## config.mk

```make
export PLATFORM = sky130hd
export DESIGN_NAME = kwu_top
export DESIGN_NICKNAME = d
export VERILOG_FILES = /design/src/hw/kwu_pkg.sv /design/src/hw/kwu_detect.sv /design/src/hw/kwu_top.sv
export SDC_FILE = /design/constraint.sdc
export NUM_CORES = 1
export LEC_CHECK = 0
export ABC_AREA = 1
export BUFFER_PORTS_ARGS = -buffer_cell sky130_fd_sc_hd__clkbuf_2
export CAP_MARGIN = 20
export CORE_MARGIN = 2
export CORE_UTILIZATION = 43
export CTS_CLUSTER_DIAMETER = 30
export DETAILED_ROUTE_END_ITERATION = 10
export GPL_ROUTABILITY_DRIVEN = 0
export PLACE_DENSITY = 0.77
export RECOVER_POWER = 50
export SLEW_MARGIN = 30
export SYNTH_ARGS = -nofsm -noshare
export SYNTH_HDL_FRONTEND = slang
export SYNTH_SLANG_ARGS = --single-unit
```

## constraint.sdc

```tcl
create_clock -name pclk -period 1.2 [get_ports pclk]
set_input_delay 0.06 -clock pclk [delete_from_list [all_inputs] [get_ports pclk]]
set_output_delay 0.06 -clock pclk [all_outputs]
set_load 0.03 [all_outputs]
```

## src/hw/kwu_pkg.sv

```systemverilog
// Package for the keypad wake unit: register map, field positions and the
// packed carriers shared by the top module and the pin detector.
// Assumes an APB register bus with 32-bit data and one word per register.
package kwu_pkg;

	// ----------------------------------------------------------------
	// Register map
	// ----------------------------------------------------------------
	localparam logic [11:0] KWU_OFF_STATUS_CONTROL = 12'h000;
	localparam logic [11:0] KWU_OFF_PIN_ENABLES = 12'h004;
	localparam logic [11:0] KWU_OFF_POLARITY_SELECT = 12'h008;
	localparam logic [11:0] KWU_OFF_IRQ_STATUS = 12'h00C;
	localparam logic [11:0] KWU_OFF_IRQ_MASK = 12'h010;
	localparam logic [11:0] KWU_OFF_POWER_MODE = 12'h014;

	// ----------------------------------------------------------------
	// Field positions
	// ----------------------------------------------------------------
	localparam int KWU_BIT_MODE = 0;
	localparam int KWU_BIT_IRQ_ENABLE = 1;
	localparam int KWU_BIT_ACK = 2;
	localparam int KWU_BIT_FLAG = 3;
	localparam int KWU_BIT_WAIT = 0;
	localparam int KWU_BIT_STOP = 1;
	localparam int KWU_BIT_ST_EVENT = 0;
	localparam int KWU_BIT_ST_WAKE = 1;

	// Implemented pins 5, 4, 2, 1, 0; bits 7, 6 and 3 are absent.
	localparam logic [7:0] KWU_PIN_MASK = 8'h37;
	localparam logic [7:0] KWU_STATUS_MASK = 8'h03;

	// ----------------------------------------------------------------
	// Reset values
	// ----------------------------------------------------------------
	localparam logic [7:0] KWU_RST_CTRL = 8'h00;
	localparam logic [7:0] KWU_RST_PINS = 8'h00;
	localparam logic [7:0] KWU_RST_POL = 8'h00;
	localparam logic [31:0] KWU_RST_RDATA = 32'h0000_0000;

	// ----------------------------------------------------------------
	// Carriers
	// ----------------------------------------------------------------
	typedef struct packed {
		logic [7:0] pin_enable;
		logic [7:0] polarity;
		logic level_mode;
	} kwu_cfg_s;

	typedef struct packed {
		logic edge_hit;
		logic level_hit;
	} kwu_det_s;

	typedef enum logic [2:0] {
		KWU_RUN = 3'b001,
		KWU_WAIT = 3'b010,
		KWU_STOP = 3'b100
	} kwu_power_e;

endpackage

```

## src/hw/kwu_detect.sv

```systemverilog
// Pin edge and level detector for the keypad wake unit.
// Assumes the key pins are already synchronous to pclk.
`timescale 1ns/10ps
module kwu_detect #(
	parameter int PINS = 8
) (
	// Clock and reset
	input wire logic pclk,
	input wire logic presetn,
	// Pins and configuration
	input wire logic [PINS-1:0] key_input_pin_n,
	input wire kwu_pkg::kwu_cfg_s cfg,
	// Detection result
	output kwu_pkg::kwu_det_s det
);
	import kwu_pkg::*;

	// The configuration carrier holds eight pins, so more are refused.
	if (PINS < 1 || PINS > 8) begin : g_bad_pins
		$error("kwu_detect supports 1 to 8 pins");
	end

	logic [PINS-1:0] prev_q, prev_d;
	logic [PINS-1:0] active_now;
	logic [PINS-1:0] active_prev;

	// ----------------------------------------------------------------
	// Active level per pin
	// ----------------------------------------------------------------
	// A polarity of one makes high the active level, zero makes low.
	assign active_now = ~(key_input_pin_n ^ cfg.polarity[PINS-1:0]);
	assign active_prev = ~(prev_q ^ cfg.polarity[PINS-1:0]);

	always_comb begin
		prev_d = key_input_pin_n;
	end

	always_ff @(posedge pclk or negedge presetn) begin
		if (!presetn) begin
			prev_q <= '0;
		end else begin
			prev_q <= prev_d;
		end
	end

	// Edge: inactive on one cycle and active on the next, enabled pins only.
	assign det.edge_hit = |(cfg.pin_enable[PINS-1:0] & active_now &
		~active_prev);
	assign det.level_hit = cfg.level_mode &
		(|(cfg.pin_enable[PINS-1:0] & active_now));

endmodule

```

## src/hw/kwu_top.sv

```systemverilog
// Keypad wake unit: five key pins, one shared event flag, two interrupt
// requests (key_irq and irq) and a wake request for wait and stop.
// Assumes an APB master on pclk and key pins synchronous to pclk.
//
// Decided for this implementation: the APB register port and the placing of the registers.
`timescale 1ns/10ps

// Contract
// - Each key pin has its own enable.
// - Edge-only or edge-plus-level, either polarity.
// - All pin events merge into one maskable request.
// - Detection runs in wait; event wakes from wait.
// - Detection works in stop; event wakes from stop.
// - Debug halt leaves detection running normally.
// - Status/control: flag, ack, enable, mode bits.
// - Pin enables in bits 5,4,2,1,0 only.
// - Polarity bits in bits 5,4,2,1,0 only.
// - Edge is inactive then active on cycles.
// - Polarity zero falling/low, one rising/high.
// - Event sets flag; ack write clears; irq.
// - Level mode keeps flag while pin active.
module kwu_top #(
	parameter int PINS = 8
) (
	// APB slave
	input wire logic pclk,
	input wire logic presetn,
	input wire logic psel,
	input wire logic penable,
	input wire logic pwrite,
	input wire logic [11:0] paddr,
	input wire logic [31:0] pwdata,
	input wire logic [3:0] pstrb,
	output logic [31:0] prdata,
	output logic pready,
	output logic pslverr,
	// Key pins
	input wire logic [PINS-1:0] key_input_pin_n,
	// Requests to the processor
	output logic key_irq,
	output logic irq,
	output logic wake_req
);
	import kwu_pkg::*;

	// The register layout fixes the pin count, so other widths are refused.
	if (PINS != 8) begin : g_bad_pins
		$error("kwu_top supports only PINS of 8");
	end

	// ----------------------------------------------------------------
	// State
	// ----------------------------------------------------------------
	logic flag_q, flag_d;
	logic irq_en_q, irq_en_d;
	logic mode_q, mode_d;
	logic [7:0] pin_en_q, pin_en_d;
	logic [7:0] pol_q, pol_d;
	logic [1:0] st_q, st_d;
	logic [1:0] mask_q, mask_d;
	kwu_power_e pwr_q, pwr_d;
	logic [31:0] prdata_d;
	logic pready_d, pslverr_d;
	logic key_irq_d, irq_d, wake_d;

	kwu_cfg_s cfg;
	kwu_det_s det;
	logic wr_acc, rd_acc, ack, event_hit, hit_reg;
	logic [7:0] wbyte;

	// ----------------------------------------------------------------
	// Address decode
	// ----------------------------------------------------------------
	function automatic logic known_addr(input logic [11:0] a);
		known_addr = (a == KWU_OFF_STATUS_CONTROL) ||
			(a == KWU_OFF_PIN_ENABLES) ||
			(a == KWU_OFF_POLARITY_SELECT) ||
			(a == KWU_OFF_IRQ_STATUS) ||
			(a == KWU_OFF_IRQ_MASK) ||
			(a == KWU_OFF_POWER_MODE);
	endfunction

	function automatic logic wr_hit(input logic acc, input logic [11:0] a,
		input logic [11:0] off);
		wr_hit = acc && (a == off);
	endfunction

	// One-wait slave: pready is registered and rises after the first access
	// cycle, so a transfer completes on the second edge after setup.
	assign wr_acc = psel && penable && !pready && pwrite;
	assign rd_acc = psel && penable && !pready && !pwrite;
	assign hit_reg = known_addr(paddr);
	// Only byte lane 0 carries register bits; other lanes are ignored.
	assign wbyte = pstrb[0] ? pwdata[7:0] : 8'h00;

	// ----------------------------------------------------------------
	// Detection
	// ----------------------------------------------------------------
	// The power mode does not gate detection: it runs identically in run,
	// wait and debug halt, so only the enables decide. Stop keeps pclk
	// here; a fully clockless stop path belongs to the clock controller.
	assign cfg.pin_enable = pin_en_q & KWU_PIN_MASK;
	assign cfg.polarity = pol_q & KWU_PIN_MASK;
	assign cfg.level_mode = mode_q;

	kwu_detect #(
		.PINS(PINS)
	) u_detect (
		.pclk(pclk),
		.presetn(presetn),
		.key_input_pin_n(key_input_pin_n),
		.cfg(cfg),
		.det(det)
	);

	assign event_hit = det.edge_hit | det.level_hit;
	assign ack = wr_hit(wr_acc, paddr, KWU_OFF_STATUS_CONTROL) &&
		wbyte[KWU_BIT_ACK];

	// ----------------------------------------------------------------
	// Configuration registers
	// ----------------------------------------------------------------
	// Reserved pin positions are masked on write, so they read zero.
	always_comb begin
		irq_en_d = irq_en_q;
		mode_d = mode_q;
		pin_en_d = pin_en_q;
		pol_d = pol_q;
		if (wr_acc) begin
			case (paddr)
				KWU_OFF_STATUS_CONTROL: begin
					irq_en_d = wbyte[KWU_BIT_IRQ_ENABLE];
					mode_d = wbyte[KWU_BIT_MODE];
				end
				KWU_OFF_PIN_ENABLES: begin
					pin_en_d = wbyte & KWU_PIN_MASK;
				end
				KWU_OFF_POLARITY_SELECT: begin
					pol_d = wbyte & KWU_PIN_MASK;
				end
				default: begin
				end
			endcase
		end
	end

	always_ff @(posedge pclk or negedge presetn) begin
		if (!presetn) begin
			irq_en_q <= KWU_RST_CTRL[KWU_BIT_IRQ_ENABLE];
			mode_q <= KWU_RST_CTRL[KWU_BIT_MODE];
			pin_en_q <= KWU_RST_PINS;
			pol_q <= KWU_RST_POL;
		end else begin
			irq_en_q <= irq_en_d;
			mode_q <= mode_d;
			pin_en_q <= pin_en_d;
			pol_q <= pol_d;
		end
	end

	// ----------------------------------------------------------------
	// Shared event flag
	// ----------------------------------------------------------------
	always_comb begin
		// Set wins over the acknowledge, which also keeps the flag up
		// in level mode while an enabled pin stays active.
		flag_d = flag_q;
		if (ack) begin
			flag_d = 1'b0;
		end
		if (event_hit) begin
			flag_d = 1'b1;
		end
	end

	always_ff @(posedge pclk or negedge presetn) begin
		if (!presetn) begin
			flag_q <= 1'b0;
		end else begin
			flag_q <= flag_d;
		end
	end

	// ----------------------------------------------------------------
	// Interrupt status and mask
	// ----------------------------------------------------------------
	// The wake bit records only events that end a low-power state, and a
	// clear that meets a new event in the same cycle loses to it.
	always_comb begin
		st_d = st_q;
		if (wr_hit(wr_acc, paddr, KWU_OFF_IRQ_STATUS)) begin
			st_d = st_q & ~(wbyte[1:0] & KWU_STATUS_MASK[1:0]);
		end
		if (event_hit) begin
			st_d[KWU_BIT_ST_EVENT] = 1'b1;
		end
		if (event_hit && irq_en_q && pwr_q != KWU_RUN) begin
			st_d[KWU_BIT_ST_WAKE] = 1'b1;
		end
	end

	always_ff @(posedge pclk or negedge presetn) begin
		if (!presetn) begin
			st_q <= 2'h0;
		end else begin
			st_q <= st_d;
		end
	end

	always_comb begin
		mask_d = mask_q;
		if (wr_hit(wr_acc, paddr, KWU_OFF_IRQ_MASK)) begin
			mask_d = wbyte[1:0] & KWU_STATUS_MASK[1:0];
		end
	end

	always_ff @(posedge pclk or negedge presetn) begin
		if (!presetn) begin
			mask_q <= 2'h0;
		end else begin
			mask_q <= mask_d;
		end
	end

	// ----------------------------------------------------------------
	// Power state
	// ----------------------------------------------------------------
	// Stop outranks wait when software sets both bits at once.
	always_comb begin
		pwr_d = pwr_q;
		if (wr_hit(wr_acc, paddr, KWU_OFF_POWER_MODE)) begin
			if (wbyte[KWU_BIT_STOP]) begin
				pwr_d = KWU_STOP;
			end else if (wbyte[KWU_BIT_WAIT]) begin
				pwr_d = KWU_WAIT;
			end else begin
				pwr_d = KWU_RUN;
			end
		end
		// A wake event returns the block's power state to run.
		if (flag_d && irq_en_d && pwr_q != KWU_RUN) begin
			pwr_d = KWU_RUN;
		end
	end

	always_ff @(posedge pclk or negedge presetn) begin
		if (!presetn) begin
			pwr_q <= KWU_RUN;
		end else begin
			pwr_q <= pwr_d;
		end
	end

	// ----------------------------------------------------------------
	// Bus answer and outputs
	// ----------------------------------------------------------------
	always_comb begin
		prdata_d = KWU_RST_RDATA;
		pready_d = psel && penable && !pready;
		pslverr_d = psel && penable && !pready && !hit_reg;
		if (rd_acc) begin
			case (paddr)
				KWU_OFF_STATUS_CONTROL: begin
					// Acknowledge bit and upper bits read as zero.
					prdata_d[KWU_BIT_FLAG] = flag_q;
					prdata_d[KWU_BIT_IRQ_ENABLE] = irq_en_q;
					prdata_d[KWU_BIT_MODE] = mode_q;
				end
				KWU_OFF_PIN_ENABLES: begin
					prdata_d[7:0] = pin_en_q & KWU_PIN_MASK;
				end
				KWU_OFF_POLARITY_SELECT: begin
					prdata_d[7:0] = pol_q & KWU_PIN_MASK;
				end
				KWU_OFF_IRQ_STATUS: begin
					prdata_d[1:0] = st_q;
				end
				KWU_OFF_IRQ_MASK: begin
					prdata_d[1:0] = mask_q;
				end
				KWU_OFF_POWER_MODE: begin
					prdata_d[KWU_BIT_WAIT] = (pwr_q == KWU_WAIT);
					prdata_d[KWU_BIT_STOP] = (pwr_q == KWU_STOP);
				end
				default: begin
				end
			endcase
		end
		key_irq_d = flag_d && irq_en_d;
		irq_d = |(st_d & mask_d);
		wake_d = flag_d && irq_en_d && (pwr_q != KWU_RUN);
	end

	always_ff @(posedge pclk or negedge presetn) begin
		if (!presetn) begin
			prdata <= KWU_RST_RDATA;
			pready <= 1'b0;
			pslverr <= 1'b0;
			key_irq <= 1'b0;
			irq <= 1'b0;
			wake_req <= 1'b0;
		end else begin
			prdata <= prdata_d;
			pready <= pready_d;
			pslverr <= pslverr_d;
			key_irq <= key_irq_d;
			irq <= irq_d;
			wake_req <= wake_d;
		end
	end

endmodule

```

==> out/results.ini <==
[detailed_routing]
routed_wl_um = 5630
antenna_left = 0
drt_iter0_drc = 171
wl_per_cell_um = 13.1
first_pass_iters = 4
drc = 0
vias = 2051
vias_per_cell = 4.77

[synthesis]
ys_ff_latch = 36
synth_most_common_cell = nand2_1
ys_seq_area_share_pct = 41.4
synth_top_area_cell = dfrtp_1
synth_top_area_share_pct = 40.2
synthTopCellsByArea = dfrtp_1 40%, nand2_1 14%, buf_4 9.0%
async_flop_share_pct = 100
synth_edf_count = 0
syn_area_per_cell_um2 = 7.95
yosys-top-cells-count = 79 x nand2_1, 35 x dfrtp_1, 33 x inv_1
syn_inst = 274
synth-main-ff-cell = dfrtp_1
ys_types = 33
ys_warn_count = 0
syn-cell-area_um2 = 2180

[job]
cap_violations = 0

[power_and_ir_drop]
p_leak_uw = 0.00158
fin_total_pwr_uw = 2500
powerDensity_nw_per_um2 = 832
irDropWorstVdd_uv = 529

[global_routing]
use_met3_pct = 4.15
grt_pass1_vias = 1747
gr-max-usage-layer = met2
grt_max_degree = 37
antenna_found_initial = 0
track_usage_pct = 17.9
use_met2_pct = 31.4
met1_usage_pct = 21.5
grt_pass1_wl_um = 7560
grt_overflow = 0

[sta]
period_minus_slack_ns = 1.42
skew_ns = 0.00736
hold_violations = 0
max_slew_margin_pct = 46.8
max_freq_mhz = 706
layout_setup_ws_ns = -0.216
grt_setup_unrepaired = true
slew_violations = 0
setup_violations = 22
worst_pin_slew_ns = 0.799
final.period_utilization_pct = 118

[hold_path]
hold_depth = 3
min-delay-path-class = in -> reg
holdCritStartpoint = pwdata[5]
min_to = pin_en_q[5]

[floorplanning]
dieArea_um2 = 5650
ios = 98
initial_core_util_pct = 45.2
rows = 25
coreArea_um2 = 4820
die_width_um = 75.2
dieHeight_um = 75.2

[critical_path]
regToRegSetupSlack_ns = -0.22
worst_setup_path_start_kind = flop
worst_ep_required_time_ns = 1.39
worst_setup_path_end_kind = flop
r2r_cells = 11
worst-path-buf-inv = 1
cp_slowest_cell = dfrtp_1
worstPathCellList = inv_1, nand2_1, nand3_2, nand2b_4, nand2_4, nor2_4, nand2_1, nand2_1, nand2_2, nand2_1, nand2_1
critical_path_class = reg -> reg
path_max_fanout = 5
cp.arrival_ns = 1.60
worstReg2RegEnd = irq
cp_common_cell = nand2_1
r2r_start = pol_q[2]
path_delay_family = simple AND/OR/NAND/NOR gates
slowest_delay_ns = 0.43

[clock_network]
cts_buffers = 5
clock_latency_ns = 0.29
cts_max_path_buffers = 2
clk_pin_slew_ns = 0.07
cts-root-buf = clkbuf_8
cts_tree = yes
clkSinkCount = 36
cts-htree-levels = 2

[final_layout]
fin_nets = 423
final_cells = 430
antenna_cells = 0
final_cell_area_um2 = 3010
drive_above_1_share_pct = 41.0
syn2layout_area_growth_pct = 37.9

[placement]
dp_cells = 402
postPlaceCellArea_um2 = 2540
dp_hpwl_um = 3640
port_buffers = 38
preCtsSetupSlack_ns = -0.288

[run_status]
status = finished, violations left
violations = setup timing

-- worst max-delay path by stage --
stage,startpoint,end,slack (ns),cells after the start
finish,pol_q[2],irq,-0.22,11
floorplan,pready,pwr_q[2],-0.22,8
CTS,pready,pwr_q[2],-0.18,8
global route,pol_q[2],irq,-0.30,11
global placement,pol_q[2],pwr_q[2],-0.25,9
detailed placement,pol_q[2],irq,-0.29,11
-- state kept, by name, summed over array words and instances (netlist names) --
register and count:
pready 1, key_irq 1, st_q 2, wake_req 1
mask_q 2, pslverr 1, pol_q 5, pwr_q 3
u_detect.prev_q 5, mode_q 1, flag_q 1, irq_en_q 1
pin_en_q 5, irq 1, prdata 6
-- area by class of cell --
type / count / area, µm²
multi-input cells: 201 / 1220
fillers: 404 / 1810
flip-flops and latches: 36 / 903
well taps: 67 / 83.8
clock buffers: 8 / 90.1
repair buffers: 80 / 563
inverters: 38 / 143
-- routing by layer --
layer  up-vias  wire length, µm
met3        22              366
li1        982                -
met1       957             2190
met5         -                0
met2        90             2890
met4         0              178
-- stage by stage --
| stage | TNS, ns | utilization (%) | hold WS, ns |
|---|---|---|---|
| 2_1_floorplan | -1.89 | - | -0.236 |
| 3_3_place_gp | -2.96 | 52.8 | 0.128 |
| 3_5_place_dp | -3.50 | 52.8 | 0.130 |
| 4_1_cts | -1.90 | 57.3 | 0.0257 |
| 5_1_grt | -4.45 | 62.4 | 0.0760 |
| 6_report | -3.25 | 62.4 | 0.0456 |
-- power by group --
part | internal [µW] | total, µW | switching (µW) | leakage, µW
logic | 112 | 381 | 269 | 0.00106
registers | 1230 | 1240 | 8.30 | 0.000479
clock network | 468 | 884 | 416 | 0.0000455
-- cells in the final DEF (no fill, tap or decap), types with 3 or more instances in the layout --
cell / count
nand2_1: 63
dfrtp_1: 34
clkbuf_2: 33
inv_1: 29
buf_4: 28
conb_1: 26
nand2_2: 16
nand3_1: 13
o21ai_1: 9
nor2_2: 8
inv_2: 8
nand2_4: 7
nand3_2: 7
o21ai_2: 7
nor2_4: 6
nor2_1: 6
clkbuf_8: 6
clkbuf_1: 6
dlygate4sd3_1: 6
buf_6: 6
a21oi_1: 5
nand3_4: 3
nor3_1: 3
xor2_1: 3
-- kinds of logic (layout without fill, tap and decap cells) --
group           count (synthesis)  count (layout)  synth area share [%]
compound gates                 29              29                  7.81
xor+xnor                        3               3                  1.21
buf+inv                        64             126                  15.5
flops                          36              36                  41.4
other cells                     1              26                 0.172
simple gates                  141             143                  33.9
-- timing repair --
| item | CTS | global route |
|---|---|---|
| cloned | 0 | 2 |
| gates resized for setup | 9 | 49 |
| pin swaps | 8 | 14 |
| buffers inserted | 4 | 9 |
| setup endpoints to repair | 22 | 30 |
| hold buffers | 6 | 0 |
| endpoints found under the hold margin | 40 | 0 |
-- worst min-delay path: stages --
cell and delay [ns]:
clkbuf_2 0.08, nand2_1 0.09, o21ai_2 0.07
No activity file was read; power rests on OpenSTA's default activity.
